===== config.mk =====
export PLATFORM = sky130hd
export DESIGN_NAME = ccm_top
export DESIGN_NICKNAME = d
export VERILOG_FILES = /design/src/include/ccm_pkg.sv /design/src/hw/ccm_shifter.sv /design/src/hw/ccm_top.sv
export VERILOG_INCLUDE_DIRS = /design/src /design/src/include
export SDC_FILE = /design/constraint.sdc
export NUM_CORES = 1
export LEC_CHECK = 0
export BUFFER_PORTS_ARGS = -buffer_cell sky130_fd_sc_hd__buf_2
export CAP_MARGIN = 20
export CORE_MARGIN = 2
export CORE_UTILIZATION = 40
export CTS_CLUSTER_SIZE = 24
export DETAILED_ROUTE_END_ITERATION = 7
export PLACE_DENSITY_LB_ADDON = 0.05
export SYNTH_ARGS = -nofsm -noshare
export SYNTH_HDL_FRONTEND = slang
export SYNTH_SLANG_ARGS = --single-unit

===== constraint.sdc =====
create_clock -name i_clk -period 13.6 [get_ports i_clk]
set_input_delay 1.36 -clock i_clk [delete_from_list [all_inputs] [get_ports i_clk]]
set_output_delay 1.36 -clock i_clk [all_outputs]
set_load 0.1 [all_outputs]

===== src/include/ccm_defs.svh =====
`ifndef CCM_DEFS_SVH
`define CCM_DEFS_SVH

// ****************************************************************
// register addresses (register_select_bits)
// ****************************************************************
`define CCM_ADDR_MONITOR 6'h08
`define CCM_ADDR_SLOT_FIRST 6'h09
`define CCM_ADDR_SLOT_LAST 6'h18

// ****************************************************************
// reset values
// ****************************************************************
`define CCM_RST_MONITOR 8'h00
`define CCM_RST_SLOT0 16'h8001
`define CCM_RST_SLOTN 16'h0001

// ****************************************************************
// slot register fields
// ****************************************************************
`define CCM_F_ENABLE 15
`define CCM_F_SETUP_HI 14
`define CCM_F_SETUP_LO 12
`define CCM_F_POS_HI 9
`define CCM_F_POS_LO 5
`define CCM_F_NEG_HI 4
`define CCM_F_NEG_LO 0

// ****************************************************************
// serial command byte and data word widths
// ****************************************************************
`define CCM_CMD_READ_BIT 6
`define CCM_CMD_BITS 8
`define CCM_MON_BITS 8
`define CCM_SLOT_BITS 16

// ****************************************************************
// timing
// ****************************************************************
`define CCM_CLK_HZ 100000000
`define CCM_FS_FULL_HZ 614400
`define CCM_FS_MID_HZ 153600
`define CCM_FS_LOW_HZ 768000
`define CCM_MON_DIV 131

`endif


===== src/include/ccm_pkg.sv =====
package ccm_pkg;

	// power mode selects the sampling clock rate
	typedef enum logic [1:0] {
		CCM_PWR_LOW,
		CCM_PWR_MID,
		CCM_PWR_FULL
	} ccm_pwr_type;

	// serial access phases
	typedef enum logic [1:0] {
		CCM_PH_CMD,
		CCM_PH_READ,
		CCM_PH_WRITE,
		CCM_PH_DONE
	} ccm_phase_type;

	// shifter state
	typedef struct packed {
		logic [15:0] sh;
	} ccm_shift_state_type;

	// main block state
	typedef struct packed {
		logic [27:0] acc;
		logic [7:0] pre;
		logic [7:0] mon;
		logic [15:0][15:0] slot;
		logic [3:0] cur;
		logic running;
		logic [3:0] status;
		logic [7:0] cmd;
		logic [4:0] bitcnt;
		ccm_phase_type phase;
		logic sdo_en;
	} ccm_state_type;

endpackage : ccm_pkg


===== src/hw/ccm_shifter.sv =====
`timescale 1ns/1ps
`include "ccm_defs.svh"

// ****************************************************************
// msb-first shift register for serial register access
// ****************************************************************
module ccm_shifter
	import ccm_pkg::*;
#(
	parameter int WIDTH = 16
) (
	input wire logic i_clk,
	input wire logic i_rst,
	input wire logic i_load,
	input wire logic [15:0] i_load_data,
	input wire logic i_shift,
	input wire logic i_sin,
	output logic o_msb,
	output logic [15:0] o_word
);

	ccm_shift_state_type st_ff;
	ccm_shift_state_type nxt_st;

	// load wins over shift; data moves toward the msb
	always_comb begin
		nxt_st = st_ff;
		if (i_load) begin
			nxt_st.sh = i_load_data;
		end else if (i_shift) begin
			nxt_st.sh = {st_ff.sh[14:0], i_sin};
		end
	end

	always_ff @(posedge i_clk or posedge i_rst) begin
		if (i_rst) begin
			st_ff <= '0;
		end else begin
			st_ff <= nxt_st;
		end
	end

	assign o_msb = st_ff.sh[WIDTH-1];
	assign o_word = st_ff.sh;

endmodule : ccm_shifter


===== src/hw/ccm_top.sv =====
`timescale 1ns/1ps
`include "ccm_defs.svh"

module ccm_top
	import ccm_pkg::*;
#(
	parameter int NUM_SLOTS = 16,
	parameter int MON_DIV = `CCM_MON_DIV
) (
	input wire logic i_clk,
	input wire logic i_rst,
	input wire ccm_pwr_type i_power_mode,
	input wire logic i_frame,
	input wire logic i_bit_en,
	input wire logic i_sdi,
	output logic o_sdo,
	output logic o_sdo_en,
	input wire logic i_conv_run,
	input wire logic i_conv_done,
	output logic o_conv_active,
	output logic [3:0] o_cur_slot,
	output logic [2:0] o_cur_setup,
	output logic [4:0] o_cur_pos_input_select,
	output logic [4:0] o_cur_neg_input_select,
	output logic [3:0] o_status_slot
);

	// ****************************************************************
	// constants
	// ****************************************************************
	localparam logic [27:0] CLK_HZ = 28'(`CCM_CLK_HZ);
	localparam logic [27:0] FS_FULL = 28'(`CCM_FS_FULL_HZ);
	localparam logic [27:0] FS_MID = 28'(`CCM_FS_MID_HZ);
	localparam logic [27:0] FS_LOW = 28'(`CCM_FS_LOW_HZ);
	localparam logic [7:0] PRE_LAST = 8'(MON_DIV - 1);
	localparam logic [4:0] CMD_LAST = 5'(`CCM_CMD_BITS - 1);

	ccm_state_type st_ff;
	ccm_state_type nxt_st;

	logic [27:0] fs_inc;
	logic [28:0] acc_sum;
	logic samp_tick;
	logic [NUM_SLOTS-1:0] en_vec;
	logic any_en;
	logic [3:0] lowest_en;
	logic [3:0] next_en;
	logic [5:0] rs_addr;
	logic is_mon;
	logic is_slot;
	logic [3:0] slot_idx;
	logic [15:0] rd_word;
	logic [4:0] data_bits;
	logic cmd_done;
	logic sh_load;
	logic sh_shift;
	logic sh_msb;
	logic [15:0] sh_word;

	// ****************************************************************
	// sampling clock enable
	// ****************************************************************

	always_comb begin
		case (i_power_mode)
			CCM_PWR_FULL: fs_inc = FS_FULL;
			CCM_PWR_MID: fs_inc = FS_MID;
			default: fs_inc = FS_LOW;
		endcase
	end

	// fractional accumulator: 100 MHz is no integer multiple of the rates
	assign acc_sum = {1'b0, st_ff.acc} + {1'b0, fs_inc};
	assign samp_tick = (acc_sum >= {1'b0, CLK_HZ});

	// ****************************************************************
	// slot enable scan
	// ****************************************************************
	genvar gi;
	generate
		for (gi = 0; gi < NUM_SLOTS; gi++) begin : g_en
			assign en_vec[gi] = st_ff.slot[gi][`CCM_F_ENABLE];
		end
	endgenerate

	assign any_en = |en_vec;

	always_comb begin
		lowest_en = '0;
		for (int i = NUM_SLOTS - 1; i >= 0; i--) begin
			if (en_vec[i]) begin
				lowest_en = 4'(i);
			end
		end
	end

	always_comb begin
		logic found;
		logic [3:0] idx;
		found = 1'b0;
		idx = '0;
		next_en = lowest_en;
		for (int i = 1; i <= NUM_SLOTS; i++) begin
			idx = 4'(st_ff.cur + 4'(i));
			if (!found && en_vec[idx]) begin
				next_en = idx;
				found = 1'b1;
			end
		end
	end

	// ****************************************************************
	// serial address decode
	// ****************************************************************
	// the last select bit is still on the pin as the command completes,
	// so the read word must be chosen from it, not from the stale byte
	assign rs_addr = cmd_done ? {st_ff.cmd[4:0], i_sdi} : st_ff.cmd[5:0];
	assign slot_idx = 4'(rs_addr - `CCM_ADDR_SLOT_FIRST);

	// slot window; unmapped reads return zero
	always_comb begin
		is_mon = 1'b0;
		is_slot = 1'b0;
		if (rs_addr == `CCM_ADDR_MONITOR) begin
			is_mon = 1'b1;
		end else if (rs_addr >= `CCM_ADDR_SLOT_FIRST &&
			rs_addr <= `CCM_ADDR_SLOT_LAST) begin
			is_slot = 1'b1;
		end
	end

	// count sampled as is, no guard against a coincident increment
	always_comb begin
		rd_word = '0;
		data_bits = 5'(`CCM_SLOT_BITS);
		if (is_mon) begin
			// eight-bit value left-justified so bit 7 leaves first
			rd_word = {st_ff.mon, 8'h00};
			data_bits = 5'(`CCM_MON_BITS);
		end else if (is_slot) begin
			rd_word = st_ff.slot[slot_idx];
		end
	end

	assign cmd_done = i_frame && i_bit_en &&
		st_ff.phase == CCM_PH_CMD && st_ff.bitcnt == CMD_LAST;

	// ****************************************************************
	// next state
	// ****************************************************************
	always_comb begin
		nxt_st = st_ff;
		sh_load = 1'b0;
		sh_shift = 1'b0;

		// one monitor step per 131 sampling pulses
		if (samp_tick) begin
			nxt_st.acc = 28'(acc_sum - {1'b0, CLK_HZ});
			if (st_ff.pre == PRE_LAST) begin
				nxt_st.pre = '0;
				nxt_st.mon = st_ff.mon + 8'h01;
			end else begin
				nxt_st.pre = st_ff.pre + 8'h01;
			end
		end else begin
			nxt_st.acc = 28'(acc_sum);
		end

		// serial engine: command byte then msb-first data
		if (!i_frame) begin
			nxt_st.phase = CCM_PH_CMD;
			nxt_st.bitcnt = '0;
			nxt_st.sdo_en = 1'b0;
		end else if (i_bit_en) begin
			case (st_ff.phase)
				CCM_PH_CMD: begin
					nxt_st.cmd = {st_ff.cmd[6:0], i_sdi};
					nxt_st.bitcnt = st_ff.bitcnt + 5'h01;
					if (cmd_done) begin
						nxt_st.bitcnt = '0;
						if (st_ff.cmd[`CCM_CMD_READ_BIT - 1]) begin
							nxt_st.phase = CCM_PH_READ;
							nxt_st.sdo_en = 1'b1;
						end else begin
							nxt_st.phase = CCM_PH_WRITE;
						end
					end
				end
				CCM_PH_READ: begin
					sh_shift = 1'b1;
					nxt_st.bitcnt = st_ff.bitcnt + 5'h01;
					if (st_ff.bitcnt == data_bits - 5'h01) begin
						nxt_st.phase = CCM_PH_DONE;
						nxt_st.sdo_en = 1'b0;
					end
				end
				CCM_PH_WRITE: begin
					sh_shift = 1'b1;
					nxt_st.bitcnt = st_ff.bitcnt + 5'h01;
					if (st_ff.bitcnt == data_bits - 5'h01) begin
						nxt_st.phase = CCM_PH_DONE;
						// monitor writes dropped; bits 11:10 kept as sent
						if (is_slot) begin
							nxt_st.slot[slot_idx] = {sh_word[14:0], i_sdi};
						end
					end
				end
				default: begin
					nxt_st.bitcnt = st_ff.bitcnt;
				end
			endcase
		end

		// shifter preloads the read word as the command byte completes
		if (cmd_done) begin
			sh_load = 1'b1;
		end

		if (!i_conv_run || !any_en) begin
			nxt_st.running = 1'b0;
			nxt_st.cur = lowest_en;
		end else if (!st_ff.running) begin
			nxt_st.running = 1'b1;
			nxt_st.cur = lowest_en;
		end else if (i_conv_done) begin
			nxt_st.cur = next_en;
		end

		// tag result with slot number
		// a finished slot is tagged even if run drops in the same cycle
		if (st_ff.running && i_conv_done) begin
			nxt_st.status = st_ff.cur;
		end
	end

	// ****************************************************************
	// state register
	// ****************************************************************
	always_ff @(posedge i_clk or posedge i_rst) begin
		if (i_rst) begin
			st_ff.acc <= '0;
			st_ff.pre <= '0;
			st_ff.mon <= `CCM_RST_MONITOR;
			for (int i = 0; i < NUM_SLOTS; i++) begin
				st_ff.slot[i] <= (i == 0) ? `CCM_RST_SLOT0 : `CCM_RST_SLOTN;
			end
			st_ff.cur <= '0;
			st_ff.running <= 1'b0;
			st_ff.status <= '0;
			st_ff.cmd <= '0;
			st_ff.bitcnt <= '0;
			st_ff.phase <= CCM_PH_CMD;
			st_ff.sdo_en <= 1'b0;
		end else begin
			st_ff <= nxt_st;
		end
	end

	// ****************************************************************
	// serial shifter
	// ****************************************************************
	ccm_shifter #(
		.WIDTH(16)
	) u_shift (
		.i_clk(i_clk),
		.i_rst(i_rst),
		.i_load(sh_load),
		.i_load_data(rd_word),
		.i_shift(sh_shift),
		.i_sin(i_sdi),
		.o_msb(sh_msb),
		.o_word(sh_word)
	);

	// ****************************************************************
	// outputs
	// ****************************************************************
	assign o_sdo = st_ff.sdo_en & sh_msb;
	assign o_sdo_en = st_ff.sdo_en;
	assign o_conv_active = st_ff.running;
	assign o_cur_slot = st_ff.cur;
	// setup index for the active slot
	assign o_cur_setup =
		st_ff.slot[st_ff.cur][`CCM_F_SETUP_HI:`CCM_F_SETUP_LO];
	assign o_cur_pos_input_select =
		st_ff.slot[st_ff.cur][`CCM_F_POS_HI:`CCM_F_POS_LO];
	assign o_cur_neg_input_select =
		st_ff.slot[st_ff.cur][`CCM_F_NEG_HI:`CCM_F_NEG_LO];
	assign o_status_slot = st_ff.status;

endmodule : ccm_top


==> flow_metrics.env, run 1 <==
export IMPL_die_area_um2=54190
export IMPL_vias_per_cell=6.026
export IMPL_p_leak_nw=10.27
export IMPL_timing_final_ws_setup_ps=7150
export IMPL_io_buffers=32
export IMPL_synthCells=1661
export IMPL_maxSlewHeadroom=0.3259
export IMPL_finalPower_w=0.002929
export IMPL_area_delta_synth_final_pct=8.719
export IMPL_path_clk_slew_ps=60
export IMPL_period_needed_ps=6450
export IMPL_yosysUniqueCellTypes=83
export IMPL_synth_nets=1702
export IMPL_clk_path_buf_depth=3
export IMPL_cts_buffers=40
export IMPL_clkLatencyLatePin_ps=570
export IMPL_postSynthAreaPerCell_um2=12.60
export IMPL_ios=33
export IMPL_root_buffer="clkbuf_16"
export IMPL_rsz0062_at_grt="no"
export IMPL_netlist_area_leader_share=0.3753
export IMPL_htree_levels=2
export IMPL_worst_pin_slew_ps=1004
export IMPL_status="completed"
export IMPL_ctsResizeCount=0
export IMPL_diodes=0
export IMPL_worst_setup_path_start_kind="input pin"
export IMPL_synth_area_um2=20940
export IMPL_grt_total_usage=0.2208
export IMPL_crit_chain="buf_2 > and3_1 > nand2_1 > mux2i_4 > buf_4 > inv_1 > ha_1 > nor2b_1 > o21bai_1 > a21oi_1 > nor2b_1 > o2111ai_1 > o31ai_2 > nand2_2 > nor2_8 > nand4_2 > mux2_2"
export IMPL_wl_mm=57.69
export IMPL_drc_errors=0
export IMPL_crit_top_cell="nor2b_1"
export IMPL_crit_path_max_fanout=32
export IMPL_drt_pass1_iter_count=5
export IMPL_dp_final_hpwl_mm=35.21
export IMPL_grt_antenna_before_repair=0
export IMPL_setup_violations_final=0
export IMPL_utilization=0.4419
export IMPL_die_h_um=232.8
export IMPL_cp_slowest_cell="nand4_2"
export IMPL_wire_per_inst_um=24.96
export IMPL_grt_pass1_wl_mm=90.78
export IMPL_synth_area_leader_cell="dfrtp_1"
export IMPL_skew_ps=16.29
export IMPL_row_count=83
export IMPL_ys_flop_type="dfrtp_1"
export IMPL_cts_sinks=331
export IMPL_overflow=0
export IMPL_antenna_left=0
export IMPL_grt_pass1_vias=14360
export IMPL_cts_tree="built"
export IMPL_die_w_um=232.8
export IMPL_synth_area_leaders="dfrtp_1 (38%), mux4_2 (18%), mux2_2 (8.9%), mux2_4 (7.2%), nand2_1 (2.8%)"
export IMPL_synth_yosys_warnings=0
export IMPL_pre_cts_ws_ps=6545
export IMPL_vias=13930
export IMPL_maxCapViolations=0
export IMPL_p_per_area_nw_per_um2=128.7
export IMPL_tns_ps=0
export IMPL_drive_gt1_frac=0.3660
export IMPL_min_delay_path_class="reg2reg"
export IMPL_cts_hold_buf=0
export IMPL_finalHoldWorstSlack_ps=476.9
export IMPL_place_congestion=0.8753
export IMPL_slew_viol_final=0
export IMPL_fin_nets=1644
export IMPL_finalCritPeriodShare=0.4742
export IMPL_initial_core_util=0.4065
export IMPL_async_reset_ff_frac=1.000
export IMPL_first_iter_violations=1028
export IMPL_post_cts_buffers=0
export IMPL_cp_arrival_ps=6890
export IMPL_layout_cells_most_common="dfrtp_1"
export IMPL_end_kind="flip-flop"
export IMPL_hold_violations=0
export IMPL_core_um2=51510
export IMPL_ys_ff_latch=331
export IMPL_ir_drop_mv=0.08495
export IMPL_path_class="in2reg"
export IMPL_grt_max_degree=151
export IMPL_final_cell_mix="dfrtp_1 (311), mux2_2 (166), mux4_2 (164)"
export IMPL_slowest_delay_ps=770
export IMPL_fmax_ghz=0.1551
export IMPL_ys_seq_area_frac=0.3966
export IMPL_synth_edf_count=0
export IMPL_crit_required_ps=14040
==> sequential cells by signal, indices dropped and copies added, names as in the netlist <==
signal and count:
st_ff 289, en_vec 16, u_shift.o_word 16, o_cur_slot 4, o_status_slot 4, o_conv_active 1
o_sdo_en 1
==> Yosys cell counts (all sizes together), types with 3 or more instances <==
master,count
xnor2,33
nand2b,9
nor3b,7
o21bai,6
o21a,6
xor2,22
a21o,4
a211o,3
nand3,22
o31ai,10
a211oi,7
dfrtp,314
o211ai,4
a221oi,12
nand4,27
buf,63
or4,5
clkbuf,87
o31a,4
ha,31
mux2i,40
mux4,164
nor4,10
nor2b,8
nor4b,3
nand2,157
mux2,267
a31oi,13
o22ai,14
nor3,20
dfstp,17
a21boi,3
inv,38
and2,10
and3,17
a21oi,65
o21ai,41
and4,4
nor2,55
==> metal layers <==
layer  GRT usage  share of wire  wire length [um]
met1      0.3048           0.46             26340
met2      0.3614           0.48             27770
met3     0.03444          0.037              2148
met4     0.06091          0.025              1436
met5           0              0                 0
==> power by group <==
part	internal, W	switching [W]	leakage (nW)	total [W]
Sequential	0.00103	0.0000805	4.51	0.00111
Combinational	0.000258	0.000494	5.13	0.000752
Clock	0.000626	0.000442	0.634	0.00107
==> area by class of cell <==
| type | instances | area (um2) |
|---|---|---|
| fillers | 4814 | 28750 |
| multi-input cells | 1140 | 11840 |
| flip-flops and latches | 331 | 8313 |
| clock buffers | 60 | 1196 |
| well taps | 680 | 850.8 |
| repair buffers | 50 | 307.8 |
| inverters | 40 | 157.7 |
| clock inverters | 10 | 95.09 |
==> worst max-delay path, delay by kind of cell <==
kind	cells	cell delay [ps]
mux	2	920
buf+inv	3	660
compound gates	4	1080
fa+ha+maj	1	380
simple gates	7	2430
==> final timing paths <==
kind	end	from	slack, ps	cells after the start
worst min register to register	o_status_slot[2]$_DFFE_PP0P_	o_status_slot[2]$_DFFE_PP0P_	480	2
max in group asynchronous	o_status_slot[0]$_DFFE_PP0P_	i_rst	11190	3
worst max register to register	st_ff[241]$_DFFE_PP0P_	st_ff[1]$_DFFE_PP0P_	7390	18
min in group asynchronous	st_ff[4]$_DFFE_PP0P_	i_rst	980	2
worst max-delay path	st_ff[241]$_DFFE_PP0P_	i_frame	7150	17
worst min-delay path	o_status_slot[2]$_DFFE_PP0P_	o_status_slot[2]$_DFFE_PP0P_	480	2
==> metrics by stage <==
stage          instances  area, um2
2_1_floorplan       1661      20940
3_3_place_gp        2241      21470
3_5_place_dp        2241      21470
4_1_cts             2311      22760
5_1_grt             2311      22760
6_report            2311      22760
==> cells by family (layout without fill, tap and decap cells) <==
family | count (synthesis) | in the layout | synth area share
buf+inv | 190 | 160 | 0.04094
simple gates | 364 | 364 | 0.09466
mux | 471 | 471 | 0.3571
xor+xnor | 55 | 55 | 0.02301
compound gates | 218 | 218 | 0.06819
fa+ha+maj | 32 | 32 | 0.01948
flops | 331 | 331 | 0.3966
(Power assumes the default switching activity.)
==> run 2: changes to the inputs <==
==> constraint.sdc (replaced) <==
create_clock -name i_clk -period 6.2 [get_ports i_clk]
set_input_delay 0.62 -clock i_clk [delete_from_list [all_inputs] [get_ports i_clk]]
set_output_delay 0.62 -clock i_clk [all_outputs]
set_load 0.1 [all_outputs]
==> run 2 against run 1 <==
  * Critical path depth down 3
  * Design area up 0.96%
  * Clock-buffer cell count down 7
  * Sequential power up 120%
  * Hold slack worse by 380 ps
  * Non-clock buffer count up 15
  * Sequential cell count unchanged
  * Sequential share of layout area down 0.35 points
  * Clock skew down 4.4 ps
  * Largest power group is now the clock network
==> flow_metrics.env, run 2 (synthesized netlist as in run 1, its figures left out) <==
export IMPL_tns_ps=0
export IMPL_vias_per_cell=5.988
export IMPL_maxCapViolations=0
export IMPL_crit_cells=14
export IMPL_skew_ps=11.91
export IMPL_dr_wl_met3_mm=2.423
export IMPL_timing_rr_start="st_ff[1]$_DFFE_PP0P_"
export IMPL_place_congestion=0.8941
export IMPL_die_w_um=232.8
export IMPL_maxSlewHeadroom=0.2863
export IMPL_diodes=0
export IMPL_cts_buffers=41
export IMPL_final_cell_mix="dfrtp_1 (311), mux2_2 (166), mux4_2 (164)"
export IMPL_cts_sinks=331
export IMPL_fmax_ghz=0.1888
export IMPL_grt_antenna_before_repair=0
export IMPL_min_delay_path_class="in2async"
export IMPL_dp_final_hpwl_mm=37.14
export IMPL_design_area_um2=22980
export IMPL_clkLatencyLatePin_ps=570
export IMPL_drc_errors=0
export IMPL_drive_gt1_frac=0.3744
export IMPL_worst_pin_slew_ps=1071
export IMPL_vias=13940
export IMPL_dpl_cell_area_um2=21600
export IMPL_first_iter_violations=1029
export IMPL_row_count=83
export IMPL_cp_slowest_cell="o31ai_2"
export IMPL_regMostFlops="st_ff"
export IMPL_clk_path_buf_depth=3
export IMPL_period_needed_ps=5297
export IMPL_root_buffer="clkbuf_16"
export IMPL_ctsResizeCount=0
export IMPL_htree_levels=2
export IMPL_finalCritPeriodShare=0.8544
export IMPL_pwr_share_comb=0.256
export IMPL_cp_arrival_ps=5740
export IMPL_core_um2=51510
export IMPL_cts_tree="built"
export IMPL_ios=33
export IMPL_path_class="reg2reg"
export IMPL_hold_violations=0
export IMPL_fin_nets=1660
export IMPL_rsz0062_at_grt="no"
export IMPL_pwr_share_clk=0.374
export IMPL_overflow=0
export IMPL_grt_pass1_vias=14310
export IMPL_die_area_um2=54190
export IMPL_wl_met2_mm=27.71
export IMPL_die_h_um=232.8
export IMPL_area_delta_synth_final_pct=9.759
export IMPL_r2r_end="st_ff[142]$_DFFE_PP0P_"
export IMPL_p_per_area_nw_per_um2=286.4
export IMPL_wl_mm=58.30
export IMPL_crit_required_ps=6640
export IMPL_post_cts_buffers=0
export IMPL_slowest_delay_ps=620
export IMPL_switching_power_w=0.002265
export IMPL_largest_reg_flops=289
export IMPL_path_delay_family="simple AND/OR/NAND/NOR gates"
export IMPL_wire_per_inst_um=25.04
export IMPL_status="completed"
export IMPL_grt_pass1_wl_mm=91.28
export IMPL_slew_viol_final=0
export IMPL_setup_violations_final=0
export IMPL_drt_pass1_iter_count=5
export IMPL_worstRegToRegCells=14
export IMPL_crit_top_cell="ha_1"
export IMPL_io_buffers=32
export IMPL_r2r_slack_ps=900
export IMPL_p_sw_frac=0.3442
export IMPL_crit_chain="inv_1 > ha_1 > and3_1 > and2_4 > mux2i_1 > ha_1 > nor2b_1 > o22ai_1 > a22oi_1 > o31ai_2 > nand2_2 > nor2_8 > nand4_4 > mux2_4"
export IMPL_topRoutingLayerUsed="met4"
export IMPL_crit_path_max_fanout=21
export IMPL_p_int_w=0.004316
export IMPL_worst_setup_path_start_kind="flip-flop"
export IMPL_antenna_left=0
export IMPL_layout_cells_most_common="dfrtp_1"
export IMPL_end_kind="flip-flop"
export IMPL_p_leak_nw=10.38
export IMPL_ir_drop_mv=0.1925
export IMPL_initial_core_util=0.4065
export IMPL_cts_hold_buf=0
export IMPL_pwr_share_seq=0.370
export IMPL_crit_buf_inv=1
export IMPL_wl_met1_mm=26.44
export IMPL_path_clk_slew_ps=60
export IMPL_grt_total_usage=0.2222
export IMPL_grt_max_degree=128
==> run 2: through the flow <==
step                setup slack, ps  power [W]  utilization  cells  hold slack (ps)
floorplan                     750.7   0.003634            -   1661            436.7
global placement              941.0   0.004179       0.4191   2254            461.3
detailed placement            836.5   0.004189       0.4193   2255            467.0
CTS                           879.5   0.006692       0.4456   2327            88.27
global route                  568.3   0.006952       0.4461   2328            114.8
finish                        902.6   0.006582       0.4461   2328            100.3
==> run 2: power by group through the flow <==
stage / sequential, W / clock [W] / combinational [W]
floorplan: 0.00235 / 0 / 0.00129
global placement: 0.00247 / 0 / 0.00171
detailed placement: 0.00247 / 0 / 0.00171
CTS: 0.00243 / 0.00254 / 0.00172
global route: 0.00246 / 0.00264 / 0.00186
finish: 0.00243 / 0.00246 / 0.00169
==> run 2: layer usage <==
| layer | global-route usage | vias to the layer above |
|---|---|---|
| met2 | 0.3590 | 348 |
| li1 | - | 6170 |
| met3 | 0.03346 | 87 |
| met5 | 0 | - |
| met1 | 0.3099 | 7336 |
| met4 | 0.06588 | 0 |
==> run 2: layout make-up <==
type	instances	area, um2
Clock buffer	53	1141
Clock inverter	19	214.0
Fill cell	4778	28530
Inverter	40	153.9
Multi-Input combinational cell	1140	11840
Sequential cell	331	8313
Tap cell	680	850.8
Timing Repair Buffer	65	465.4
==> run 2: worst max-delay path by stage <==
stage	startpoint	end	slack, ps
2_1_floorplan	st_ff[1]$_DFFE_PP0P_	st_ff[106]$_DFFE_PP0P_	750
3_3_place_gp	i_frame	st_ff[111]$_DFFE_PP0P_	940
3_5_place_dp	i_frame	st_ff[114]$_DFFE_PP0P_	840
4_1_cts	st_ff[1]$_DFFE_PP0P_	st_ff[109]$_DFFE_PP0P_	880
5_1_grt	st_ff[1]$_DFFE_PP0P_	st_ff[109]$_DFFE_PP0P_	570
6_report	st_ff[1]$_DFFE_PP0P_	st_ff[142]$_DFFE_PP0P_	900
